==> src/logic/cosw_pkg.sv <==
// package: constants and carriers for the clock-out / stop / wait controller
package cosw_pkg;
  localparam logic [1:0] COSEL_PORT = 2'h0;
  localparam logic [1:0] COSEL_SUB = 2'h1;
  localparam logic [1:0] COSEL_DIV8 = 2'h2;
  localparam logic [1:0] COSEL_DIV32 = 2'h3;
  localparam logic [1:0] DIVSEL_NONE = 2'h0;
  localparam logic [1:0] DIVSEL_2 = 2'h1;
  localparam logic [1:0] DIVSEL_4 = 2'h2;
  localparam logic [1:0] DIVSEL_16 = 2'h3;
  localparam int DIV_W = 5;
  localparam logic [4:0] DIV8_LAST = 5'h07;
  localparam logic [4:0] DIV32_LAST = 5'h1f;
  localparam logic [4:0] RATIO_1 = 5'h00;
  localparam logic [4:0] RATIO_2 = 5'h01;
  localparam logic [4:0] RATIO_4 = 5'h03;
  localparam logic [4:0] RATIO_8 = 5'h07;
  localparam logic [4:0] RATIO_16 = 5'h0f;
  localparam logic DIVSEL0_RESET = 1'b1;
  localparam logic [1:0] COSEL_RESET = 2'h0;
  localparam logic [1:0] DIVSEL1_RESET = 2'h0;
  localparam logic [1:0] RESTART_CYCLES = 2'h2;
  localparam logic [1:0] RESTART_ZERO = 2'h0;
  localparam logic [4:0] CNT_ZERO = 5'h00;

  typedef enum logic [3:0] {
    COSW_RUN = 4'h1,
    COSW_WAIT = 4'h2,
    COSW_STOP = 4'h4,
    COSW_RESTART = 4'h8
  } cosw_state_e;

  typedef struct packed {
    logic [1:0] clock_out_sel;
    logic wait_periph_clock_stop_bit;
    logic divide_select1_low;
    logic divide_select1_high;
    logic system_clock_sub;
    logic main_clock_stopped;
  } cosw_cfg_s;

  typedef struct packed {
    logic cpu_clock_en;
    logic periph_clock_en;
    logic sub_clock_div32_en;
    logic sub_clock_en;
    logic converter_clock_en;
    logic watchdog_clock_en;
    logic ext_event_en;
    logic oscillator_en;
  } cosw_gate_s;
endpackage : cosw_pkg

==> src/logic/cosw_ctrl.sv <==
// clock-out select, stop and wait mode controller
// What this block does
// - in single-chip mode, route div8, div32 or sub-clock to the clock-out pin
// - select 00 port pin, 01 sub-clock, 10 div8, 11 div32
// - wait with peripheral-stop bit set halts div8/div32 on clock-out
// - writing 1 to the all-clock-stop bit enters stop mode
// - stop gates cpu, peripheral, sub-clock, converter and watchdog clocks
// - stop keeps external-event timers and external-clock serial alive
// - stop ends on reset or accepted interrupt, which then runs its routine
// - entering stop from high/medium speed or reset sets divide bit 0
// - expansion-mode stop holds bus pins, drives strobes and clock high
// - single-chip stop: sub-clock selected drives pin high, else hold
// - wait stops cpu clock and watchdog, oscillators keep running
// - wait with peripheral-stop bit gates peripheral clocks except div32 sub
// - wait ends on reset or interrupt, prior cpu clock source restored
// - expansion-mode wait holds bus pins, drives strobes and clock high
// - single-chip wait: sub-clock toggles, divided clocks per stop bit
// - after reset the cpu clock is main clock divided by 8
// - divide bit 0 low selects 1/2/4/16 by two bits, high fixes 8
module cosw_ctrl (
  // clock and reset
  input wire logic clk,
  input wire logic resetn,
  // configuration
  input wire cosw_pkg::cosw_cfg_s cfg,
  input wire logic single_chip_mode,
  input wire logic divide_select_bit0_wr,
  input wire logic divide_select_bit0_wdata,
  // requests from the cpu core
  input wire logic all_clock_stop_bit_wr,
  input wire logic wait_instr,
  // wake events and sub-clock from pins
  input wire logic wake_irq_pin,
  input wire logic wake_nmi_pin,
  input wire logic sub_clock,
  // bus pin values from the cpu in normal operation
  input wire logic [7:0] bus_pins_live,
  input wire logic [3:0] strobes_live,
  input wire logic ale_live,
  // status
  output logic divide_select_bit0,
  output cosw_pkg::cosw_state_e mode,
  output logic wake_ack,
  output logic run_isr,
  // clock gates
  output cosw_pkg::cosw_gate_s gates,
  output logic cpu_tick,
  // pins
  output logic clock_out_pin,
  output logic clock_out_pin_oe_n,
  output logic [7:0] bus_pins,
  output logic [3:0] strobes,
  output logic hold_acknowledge,
  output logic cpu_clock_pin,
  output logic ale
);
  import cosw_pkg::*;

  cosw_state_e state_q;
  cosw_state_e state_d;
  logic divsel0_q;
  logic [1:0] restart_q;
  logic irq_s;
  logic nmi_s;
  logic sub_s;
  logic wake;
  logic low_speed;
  logic osc_run;
  logic [4:0] cpu_ratio;
  logic div8_level;
  logic div32_level;
  logic clock_out_pin_q;
  logic [7:0] bus_hold_q;
  logic [3:0] strobe_q;
  logic ale_q;
  logic woke_irq_q;

  cosw_sync u_sync_irq (
    .clk(clk),
    .resetn(resetn),
    .din(wake_irq_pin),
    .dout(irq_s)
  );

  cosw_sync u_sync_nmi (
    .clk(clk),
    .resetn(resetn),
    .din(wake_nmi_pin),
    .dout(nmi_s)
  );

  cosw_sync u_sync_sub (
    .clk(clk),
    .resetn(resetn),
    .din(sub_clock),
    .dout(sub_s)
  );

  // wake path runs off the free clock, not the gated cpu tick
  assign wake = irq_s || nmi_s;
  assign low_speed = cfg.system_clock_sub;
  assign osc_run = (state_q != COSW_STOP);

  always_comb begin
    state_d = state_q;
    unique case (state_q)
      COSW_RUN: begin
        if (all_clock_stop_bit_wr) begin
          state_d = COSW_STOP;
        end else if (wait_instr) begin
          state_d = COSW_WAIT;
        end
      end
      COSW_WAIT: begin
        if (wake) begin
          state_d = COSW_RUN;
        end
      end
      COSW_STOP: begin
        if (wake) begin
          state_d = COSW_RESTART;
        end
      end
      COSW_RESTART: begin
        if (restart_q == RESTART_ZERO) begin
          state_d = COSW_RUN;
        end
      end
      default: begin
        state_d = COSW_RUN;
      end
    endcase
  end

  always_ff @(posedge clk or negedge resetn) begin
    if (!resetn) begin
      state_q <= COSW_RUN;
    end else begin
      state_q <= state_d;
    end
  end

  always_ff @(posedge clk or negedge resetn) begin
    if (!resetn) begin
      restart_q <= RESTART_ZERO;
    end else if (state_q == COSW_STOP) begin
      restart_q <= RESTART_CYCLES;
    end else if (restart_q != RESTART_ZERO) begin
      restart_q <= restart_q - 2'h1;
    end
  end

  // divide bit 0: set on reset and on stop entry from main clock
  always_ff @(posedge clk or negedge resetn) begin
    if (!resetn) begin
      divsel0_q <= DIVSEL0_RESET;
    end else if (state_q == COSW_RUN && all_clock_stop_bit_wr) begin
      if (!low_speed) begin
        divsel0_q <= 1'b1;
      end
    end else if (divide_select_bit0_wr) begin
      divsel0_q <= divide_select_bit0_wdata;
    end
  end
  assign divide_select_bit0 = divsel0_q;

  // cpu clock ratio
  always_comb begin
    if (divsel0_q) begin
      cpu_ratio = RATIO_8;
    end else begin
      unique case ({cfg.divide_select1_high, cfg.divide_select1_low})
        DIVSEL_NONE: cpu_ratio = RATIO_1;
        DIVSEL_2: cpu_ratio = RATIO_2;
        DIVSEL_4: cpu_ratio = RATIO_4;
        DIVSEL_16: cpu_ratio = RATIO_16;
      endcase
    end
  end

  logic main_tick;
  cosw_divider u_div (
    .clk(clk),
    .resetn(resetn),
    .run(osc_run),
    .cpu_ratio(cpu_ratio),
    .cpu_tick(main_tick),
    .div8_level(div8_level),
    .div32_level(div32_level)
  );

  // cpu clock runs only in run; ticks on every clk cycle in low-speed modes
  assign cpu_tick = (state_q == COSW_RUN) &&
                    (low_speed ? 1'b1 : main_tick);

  always_comb begin
    gates = '0;
    unique case (state_q)
      COSW_RUN: begin
        gates = '1;
      end
      COSW_WAIT: begin
        gates.oscillator_en = 1'b1;
        gates.sub_clock_en = 1'b1;
        gates.sub_clock_div32_en = 1'b1;
        gates.periph_clock_en = !cfg.wait_periph_clock_stop_bit;
        gates.converter_clock_en = !cfg.wait_periph_clock_stop_bit;
        gates.ext_event_en = 1'b1;
      end
      COSW_STOP: begin
        gates.ext_event_en = 1'b1;
      end
      COSW_RESTART: begin
        gates.oscillator_en = 1'b1;
        gates.ext_event_en = 1'b1;
      end
      default: begin
        gates = '0;
      end
    endcase
  end

  // wake handshake; interrupt wake hands the routine to the cpu
  always_ff @(posedge clk or negedge resetn) begin
    if (!resetn) begin
      woke_irq_q <= 1'b0;
    end else begin
      woke_irq_q <= (state_q != COSW_RUN) && (state_d == COSW_RUN);
    end
  end
  assign wake_ack = woke_irq_q;
  assign run_isr = woke_irq_q;

  // clock-out pin
  always_ff @(posedge clk or negedge resetn) begin
    if (!resetn) begin
      clock_out_pin_q <= 1'b0;
    end else begin
      unique case (cfg.clock_out_sel)
        COSEL_PORT: clock_out_pin_q <= 1'b0;
        COSEL_SUB: begin
          if (state_q == COSW_STOP) begin
            clock_out_pin_q <= 1'b1;
          end else begin
            clock_out_pin_q <= sub_s;
          end
        end
        COSEL_DIV8: begin
          if (state_q == COSW_STOP ||
              (state_q == COSW_WAIT && cfg.wait_periph_clock_stop_bit)) begin
            clock_out_pin_q <= clock_out_pin_q;
          end else begin
            clock_out_pin_q <= div8_level;
          end
        end
        COSEL_DIV32: begin
          if (state_q == COSW_STOP ||
              (state_q == COSW_WAIT && cfg.wait_periph_clock_stop_bit)) begin
            clock_out_pin_q <= clock_out_pin_q;
          end else begin
            clock_out_pin_q <= div32_level;
          end
        end
      endcase
    end
  end
  assign clock_out_pin = clock_out_pin_q;
  assign clock_out_pin_oe_n = !(single_chip_mode &&
                                cfg.clock_out_sel != COSEL_PORT);

  // expansion-mode bus pins
  logic low_power;
  assign low_power = (state_q != COSW_RUN);

  always_ff @(posedge clk or negedge resetn) begin
    if (!resetn) begin
      bus_hold_q <= 8'h00;
    end else if (!low_power) begin
      bus_hold_q <= bus_pins_live;
    end
  end

  always_ff @(posedge clk or negedge resetn) begin
    if (!resetn) begin
      strobe_q <= 4'hf;
      ale_q <= 1'b1;
    end else if (low_power && !single_chip_mode) begin
      strobe_q <= 4'hf;
      ale_q <= 1'b1;
    end else begin
      strobe_q <= strobes_live;
      ale_q <= ale_live;
    end
  end

  assign bus_pins = bus_hold_q;
  assign strobes = strobe_q;
  assign ale = ale_q;
  assign hold_acknowledge = low_power ? 1'b1 : 1'b0;
  assign cpu_clock_pin = low_power ? 1'b1 : main_tick;
  assign mode = state_q;
endmodule : cosw_ctrl

==> src/logic/cosw_divider.sv <==
// run-gated divider giving a one-cycle cpu enable and divided levels
module cosw_divider (
  // clock and reset
  input wire logic clk,
  input wire logic resetn,
  // control
  input wire logic run,
  input wire logic [4:0] cpu_ratio,
  // outputs
  output logic cpu_tick,
  output logic div8_level,
  output logic div32_level
);
  import cosw_pkg::*;
  logic [4:0] cnt_q;
  logic [4:0] cpu_cnt_q;

  always_ff @(posedge clk or negedge resetn) begin
    if (!resetn) begin
      cnt_q <= CNT_ZERO;
    end else if (run) begin
      cnt_q <= cnt_q + 5'h01;
    end
  end

  always_ff @(posedge clk or negedge resetn) begin
    if (!resetn) begin
      cpu_cnt_q <= CNT_ZERO;
    end else if (run) begin
      cpu_cnt_q <= (cpu_cnt_q >= cpu_ratio) ? CNT_ZERO : cpu_cnt_q + 5'h01;
    end
  end

  assign cpu_tick = run && (cpu_cnt_q >= cpu_ratio);
  assign div8_level = cnt_q[2];
  assign div32_level = cnt_q[4];
endmodule : cosw_divider

==> src/logic/cosw_sync.sv <==
// two-flop synchroniser for a pin level
module cosw_sync (
  // clock and reset
  input wire logic clk,
  input wire logic resetn,
  // level
  input wire logic din,
  output logic dout
);
  logic meta_q;
  logic sync_q;

  always_ff @(posedge clk or negedge resetn) begin
    if (!resetn) begin
      meta_q <= 1'b0;
      sync_q <= 1'b0;
    end else begin
      meta_q <= din;
      sync_q <= meta_q;
    end
  end

  assign dout = sync_q;
endmodule : cosw_sync

==> config.mk <==
export PLATFORM = sky130hd
export DESIGN_NAME = cosw_ctrl
export DESIGN_NICKNAME = d
export VERILOG_FILES = /design/src/logic/cosw_pkg.sv /design/src/logic/cosw_ctrl.sv /design/src/logic/cosw_divider.sv /design/src/logic/cosw_sync.sv
export SDC_FILE = /design/constraint.sdc
export NUM_CORES = 1
export LEC_CHECK = 0
export BUFFER_PORTS_ARGS = -buffer_cell sky130_fd_sc_hd__buf_2
export CAP_MARGIN = 20
export CORE_MARGIN = 3
export CORE_UTILIZATION = 40
export CTS_BUF_LIST = sky130_fd_sc_hd__clkbuf_4
export DETAILED_ROUTE_END_ITERATION = 8
export GPL_ROUTABILITY_DRIVEN = 1
export HOLD_SLACK_MARGIN = 0.15
export PLACE_DENSITY = 0.69
export RECOVER_POWER = 100
export SLEW_MARGIN = 20
export SYNTH_ARGS = -nofsm -noshare
export SYNTH_HDL_FRONTEND = slang
export SYNTH_SLANG_ARGS = --single-unit
==> constraint.sdc <==
create_clock -name clk -period 5.7 [get_ports clk]
set_input_delay 0.855 -clock clk [delete_from_list [all_inputs] [get_ports clk]]
set_output_delay 0.855 -clock clk [all_outputs]
set_load 0.02 [all_outputs]
==> flow_metrics.tcl <==
set metrics [dict create \
    power_density_nw_per_um2 606 \
    die-area_um2 5360 \
    place.port_buffers 61 \
    finalSetupViolations 0 \
    fmax_ghz 0.233 \
    drt-total-wl_mm 3.61 \
    status "finished with violations" \
    hp-class "reg2reg" \
    postSynthCellCount 162 \
    synth_common_cells "dfrtp_1, nand2_1, a21oi_1, mux2_1, nor2_1" \
    gp_congestion 0.789 \
    cts-root-buf "clkbuf_4" \
    cts_buffers 5 \
    die_w_um 73.2 \
    first_pass_iters 4 \
    crit_fanout 16 \
    rsz0062_at_grt "no" \
    core_area_um2 4170 \
    peakVddDrop_uv 387 \
    drive_gt1_share_pct 21.3 \
    setup.worst_path.start_class "flop" \
    reg2reg_from "mode[3]$_DFF_PN0_" \
    grt_max_degree 39 \
    yosys.area.top_type_share_pct 42.9 \
    n_antenna_cell 0 \
    finalNetCount 257 \
    ys_dominant_reg_cell "dfrtp_1" \
    required_ps 4850 \
    numClockSinks 38 \
    hold_depth 0 \
    yosysUniqueCellTypes 46 \
    r2r_slack_ps 2420 \
    grt_overflow 0 \
    cts_tree "built" \
    worst_r2r_path_depth 4 \
    num_vias 1381 \
    post-synth-top-count-cell "dfrtp_1" \
    pre_cts_slack_ps 2240 \
    htree_levels 2 \
    rr_endpoint "clock_out_pin$_DFFE_PN0P_" \
    ioPinCount 63 \
    synthAdderAreaFrac_pct 4.84 \
    yosys.area_share.simple_pct 17.0 \
    path_clk_slew_ps 110 \
    critPathCapture "gates[1]" \
    period_share_pct 75.3 \
    synth_xor_area_share_pct 2.91 \
    violations "capacitance limit, slew limit" \
    synth_top_area_cell "dfrtp_1" \
    end_kind "output port" \
    rows 23 \
    die_h_um 73.2 \
    antenna_found_initial 0 \
    ys_top_cells_by_area "dfrtp_1, dfstp_2, mux2_1" \
    synth-compound-area-share_pct 10.7 \
    cts_setup_buffers 0 \
    synthesis.area_um2 1810 \
    maxCapViolCount 2 \
    synthesis.nets 199 \
    drv_slew 56 \
    clock_latency_ps 340 \
    hold_viol 0 \
    postRouteAntennaNets 0 \
    synth_top_family_by_area "simple AND/OR/NAND/NOR gates" \
    p_leak_nw 0.953 \
    relSlewSlack_pct -81.2 \
    ys_async_sr_fraction_pct 100 \
    synth-warning-count 0 \
    yosys-mux-area-fraction_pct 6.16 \
    arrival_ps 3440 \
    tns_ps 0 \
    timing.final.crit_period_ps 4290 \
    vias_per_cell 5.10 \
    grt_pass1_vias 1303 \
    worst_pin_slew_ps 2680 \
    clock_path_buffers 2 \
    synth_seq_area_share_pct 53.1 \
    routedWlPerCell_um 13.3 \
    path_class "reg2out" \
    startpoint "mode[3]$_DFF_PN0_" \
    grt_pass1_wl_mm 6.05 \
    postCtsHoldBufs 0 \
    grtUsageTotal_pct 14.8 \
    postSynthAreaPerCell_um2 11.2 \
    first_iter_violations 47 \
    ctsResizeCount 0 \
    skew_ps 8.50 \
    ys_seq_elements 38 \
    synth-edff-count 0 \
    post-route-worst-setup-slack_ps 1410 \
    start_util_pct 43.3 \
    syn_to_final_growth_pct 17.7 \
    drc 0 \
    dpl.hpwl_mm 2.70 \
]
==> final cells by class <==
type | instances | area, um^2
clock buffer | 5 | 37.5
clock inverter | 3 | 40.0
fill | 383 | 2040
inverter | 7 | 26.3
multi-input combinational | 107 | 736
sequential | 38 | 960
tap | 50 | 62.6
timing repair buffer | 61 | 267
==> report_power, final <==
part / internal, mW / leakage (nW) / switching, mW / total (mW)
registers: 0.381 / 0.446 / 0.0910 / 0.472
clock network: 0.0908 / 0.0450 / 0.0843 / 0.175
logic: 0.227 / 0.462 / 0.416 / 0.643
total: 0.699 / 0.953 / 0.591 / 1.29
==> stage by stage <==
stage          instances  power, mW  hold WS [ps]  utilization, %  instance area (um^2)
5_1_grt              271       1.41           372            51.0                  2130
3_3_place_gp         263       1.16           332            50.4                  2100
6_report             271       1.29           358            51.0                  2130
4_1_cts              271       1.35           360            52.3                  2180
2_1_floorplan        162      0.999           331               -                  1810
3_5_place_dp         263       1.17           335            50.4                  2100
==> critical path, stage by stage (launching register included) <==
cell and delay (ps):
dfrtp_1 520, nor4b_1 2160, or2_1 250, buf_2 170
==> registers in the layout, summed over array words and instances (netlist names) <==
register and count:
bus_pins 8, u_div.cnt_q 5, u_div.cpu_cnt_q 5, mode 4, strobes 4, restart_q 2, ale 1, clock_out_pin 1
divide_select_bit0 1, run_isr 1, u_sync_irq.dout 1, u_sync_irq.meta_q 1, u_sync_nmi.dout 1, u_sync_nmi.meta_q 1, u_sync_sub.dout 1, u_sync_sub.meta_q 1
==> metal layers <==
metal | wire length, um | GRT usage, % | vias up
li1 | - | - | 676
met1 | 1590 | 18.8 | 653
met3 | 287 | 5.23 | 4
met4 | 36 | 4.92 | 0
met5 | 0 | 0 | -
met2 | 1690 | 23.4 | 48
==> cell families (layout without fill, tap and decap cells) <==
logic type	after synthesis	count (layout)
adder cells (fa/ha/maj)	7	7
AO/OA/AOI/OAI	30	30
AND/OR/NAND/NOR	54	54
buffers and inverters	17	76
multiplexers	10	10
flip-flops	38	38
XOR/XNOR	6	6
==> placed cells by master (no fill, tap or decap), types with 2 or more instances in the layout <==
| cell type | synthesis | routed |
|---|---|---|
| inv_1 | 6 | 7 |
| a21o_1 | 2 | 2 |
| nor3b_1 | 3 | 3 |
| ha_1 | 7 | 7 |
| xnor2_1 | 4 | 4 |
| dfrtp_1 | 31 | 31 |
| a21oi_1 | 9 | 9 |
| clkinv_2 | 0 | 2 |
| clkbuf_1 | 0 | 31 |
| o21ai_0 | 4 | 6 |
| nand3b_1 | 3 | 3 |
| nand4_1 | 3 | 3 |
| nor2_1 | 8 | 8 |
| dfstp_1 | 0 | 2 |
| dfstp_2 | 7 | 5 |
| nand2b_1 | 3 | 3 |
| nor3_1 | 2 | 2 |
| buf_2 | 3 | 30 |
| clkbuf_4 | 0 | 5 |
| mux2_1 | 8 | 8 |
| or2_1 | 6 | 6 |
| nand3_1 | 2 | 2 |
| nand2_1 | 16 | 16 |
| xor2_1 | 2 | 2 |
==> how the worst min path moves through the flow <==
stage | startpoint | endpoint | slack (ps)
floorplan | u_sync_irq.meta_q$_DFF_PN0_ | u_sync_irq.dout$_DFF_PN0_ | 330
global placement | u_sync_nmi.meta_q$_DFF_PN0_ | u_sync_nmi.dout$_DFF_PN0_ | 330
detailed placement | u_sync_irq.meta_q$_DFF_PN0_ | u_sync_irq.dout$_DFF_PN0_ | 330
CTS | u_sync_irq.meta_q$_DFF_PN0_ | u_sync_irq.dout$_DFF_PN0_ | 360
global route | u_sync_irq.meta_q$_DFF_PN0_ | u_sync_irq.dout$_DFF_PN0_ | 370
finish | u_sync_irq.meta_q$_DFF_PN0_ | u_sync_irq.dout$_DFF_PN0_ | 360
Note: power is estimated with default switching activity, not from simulation.
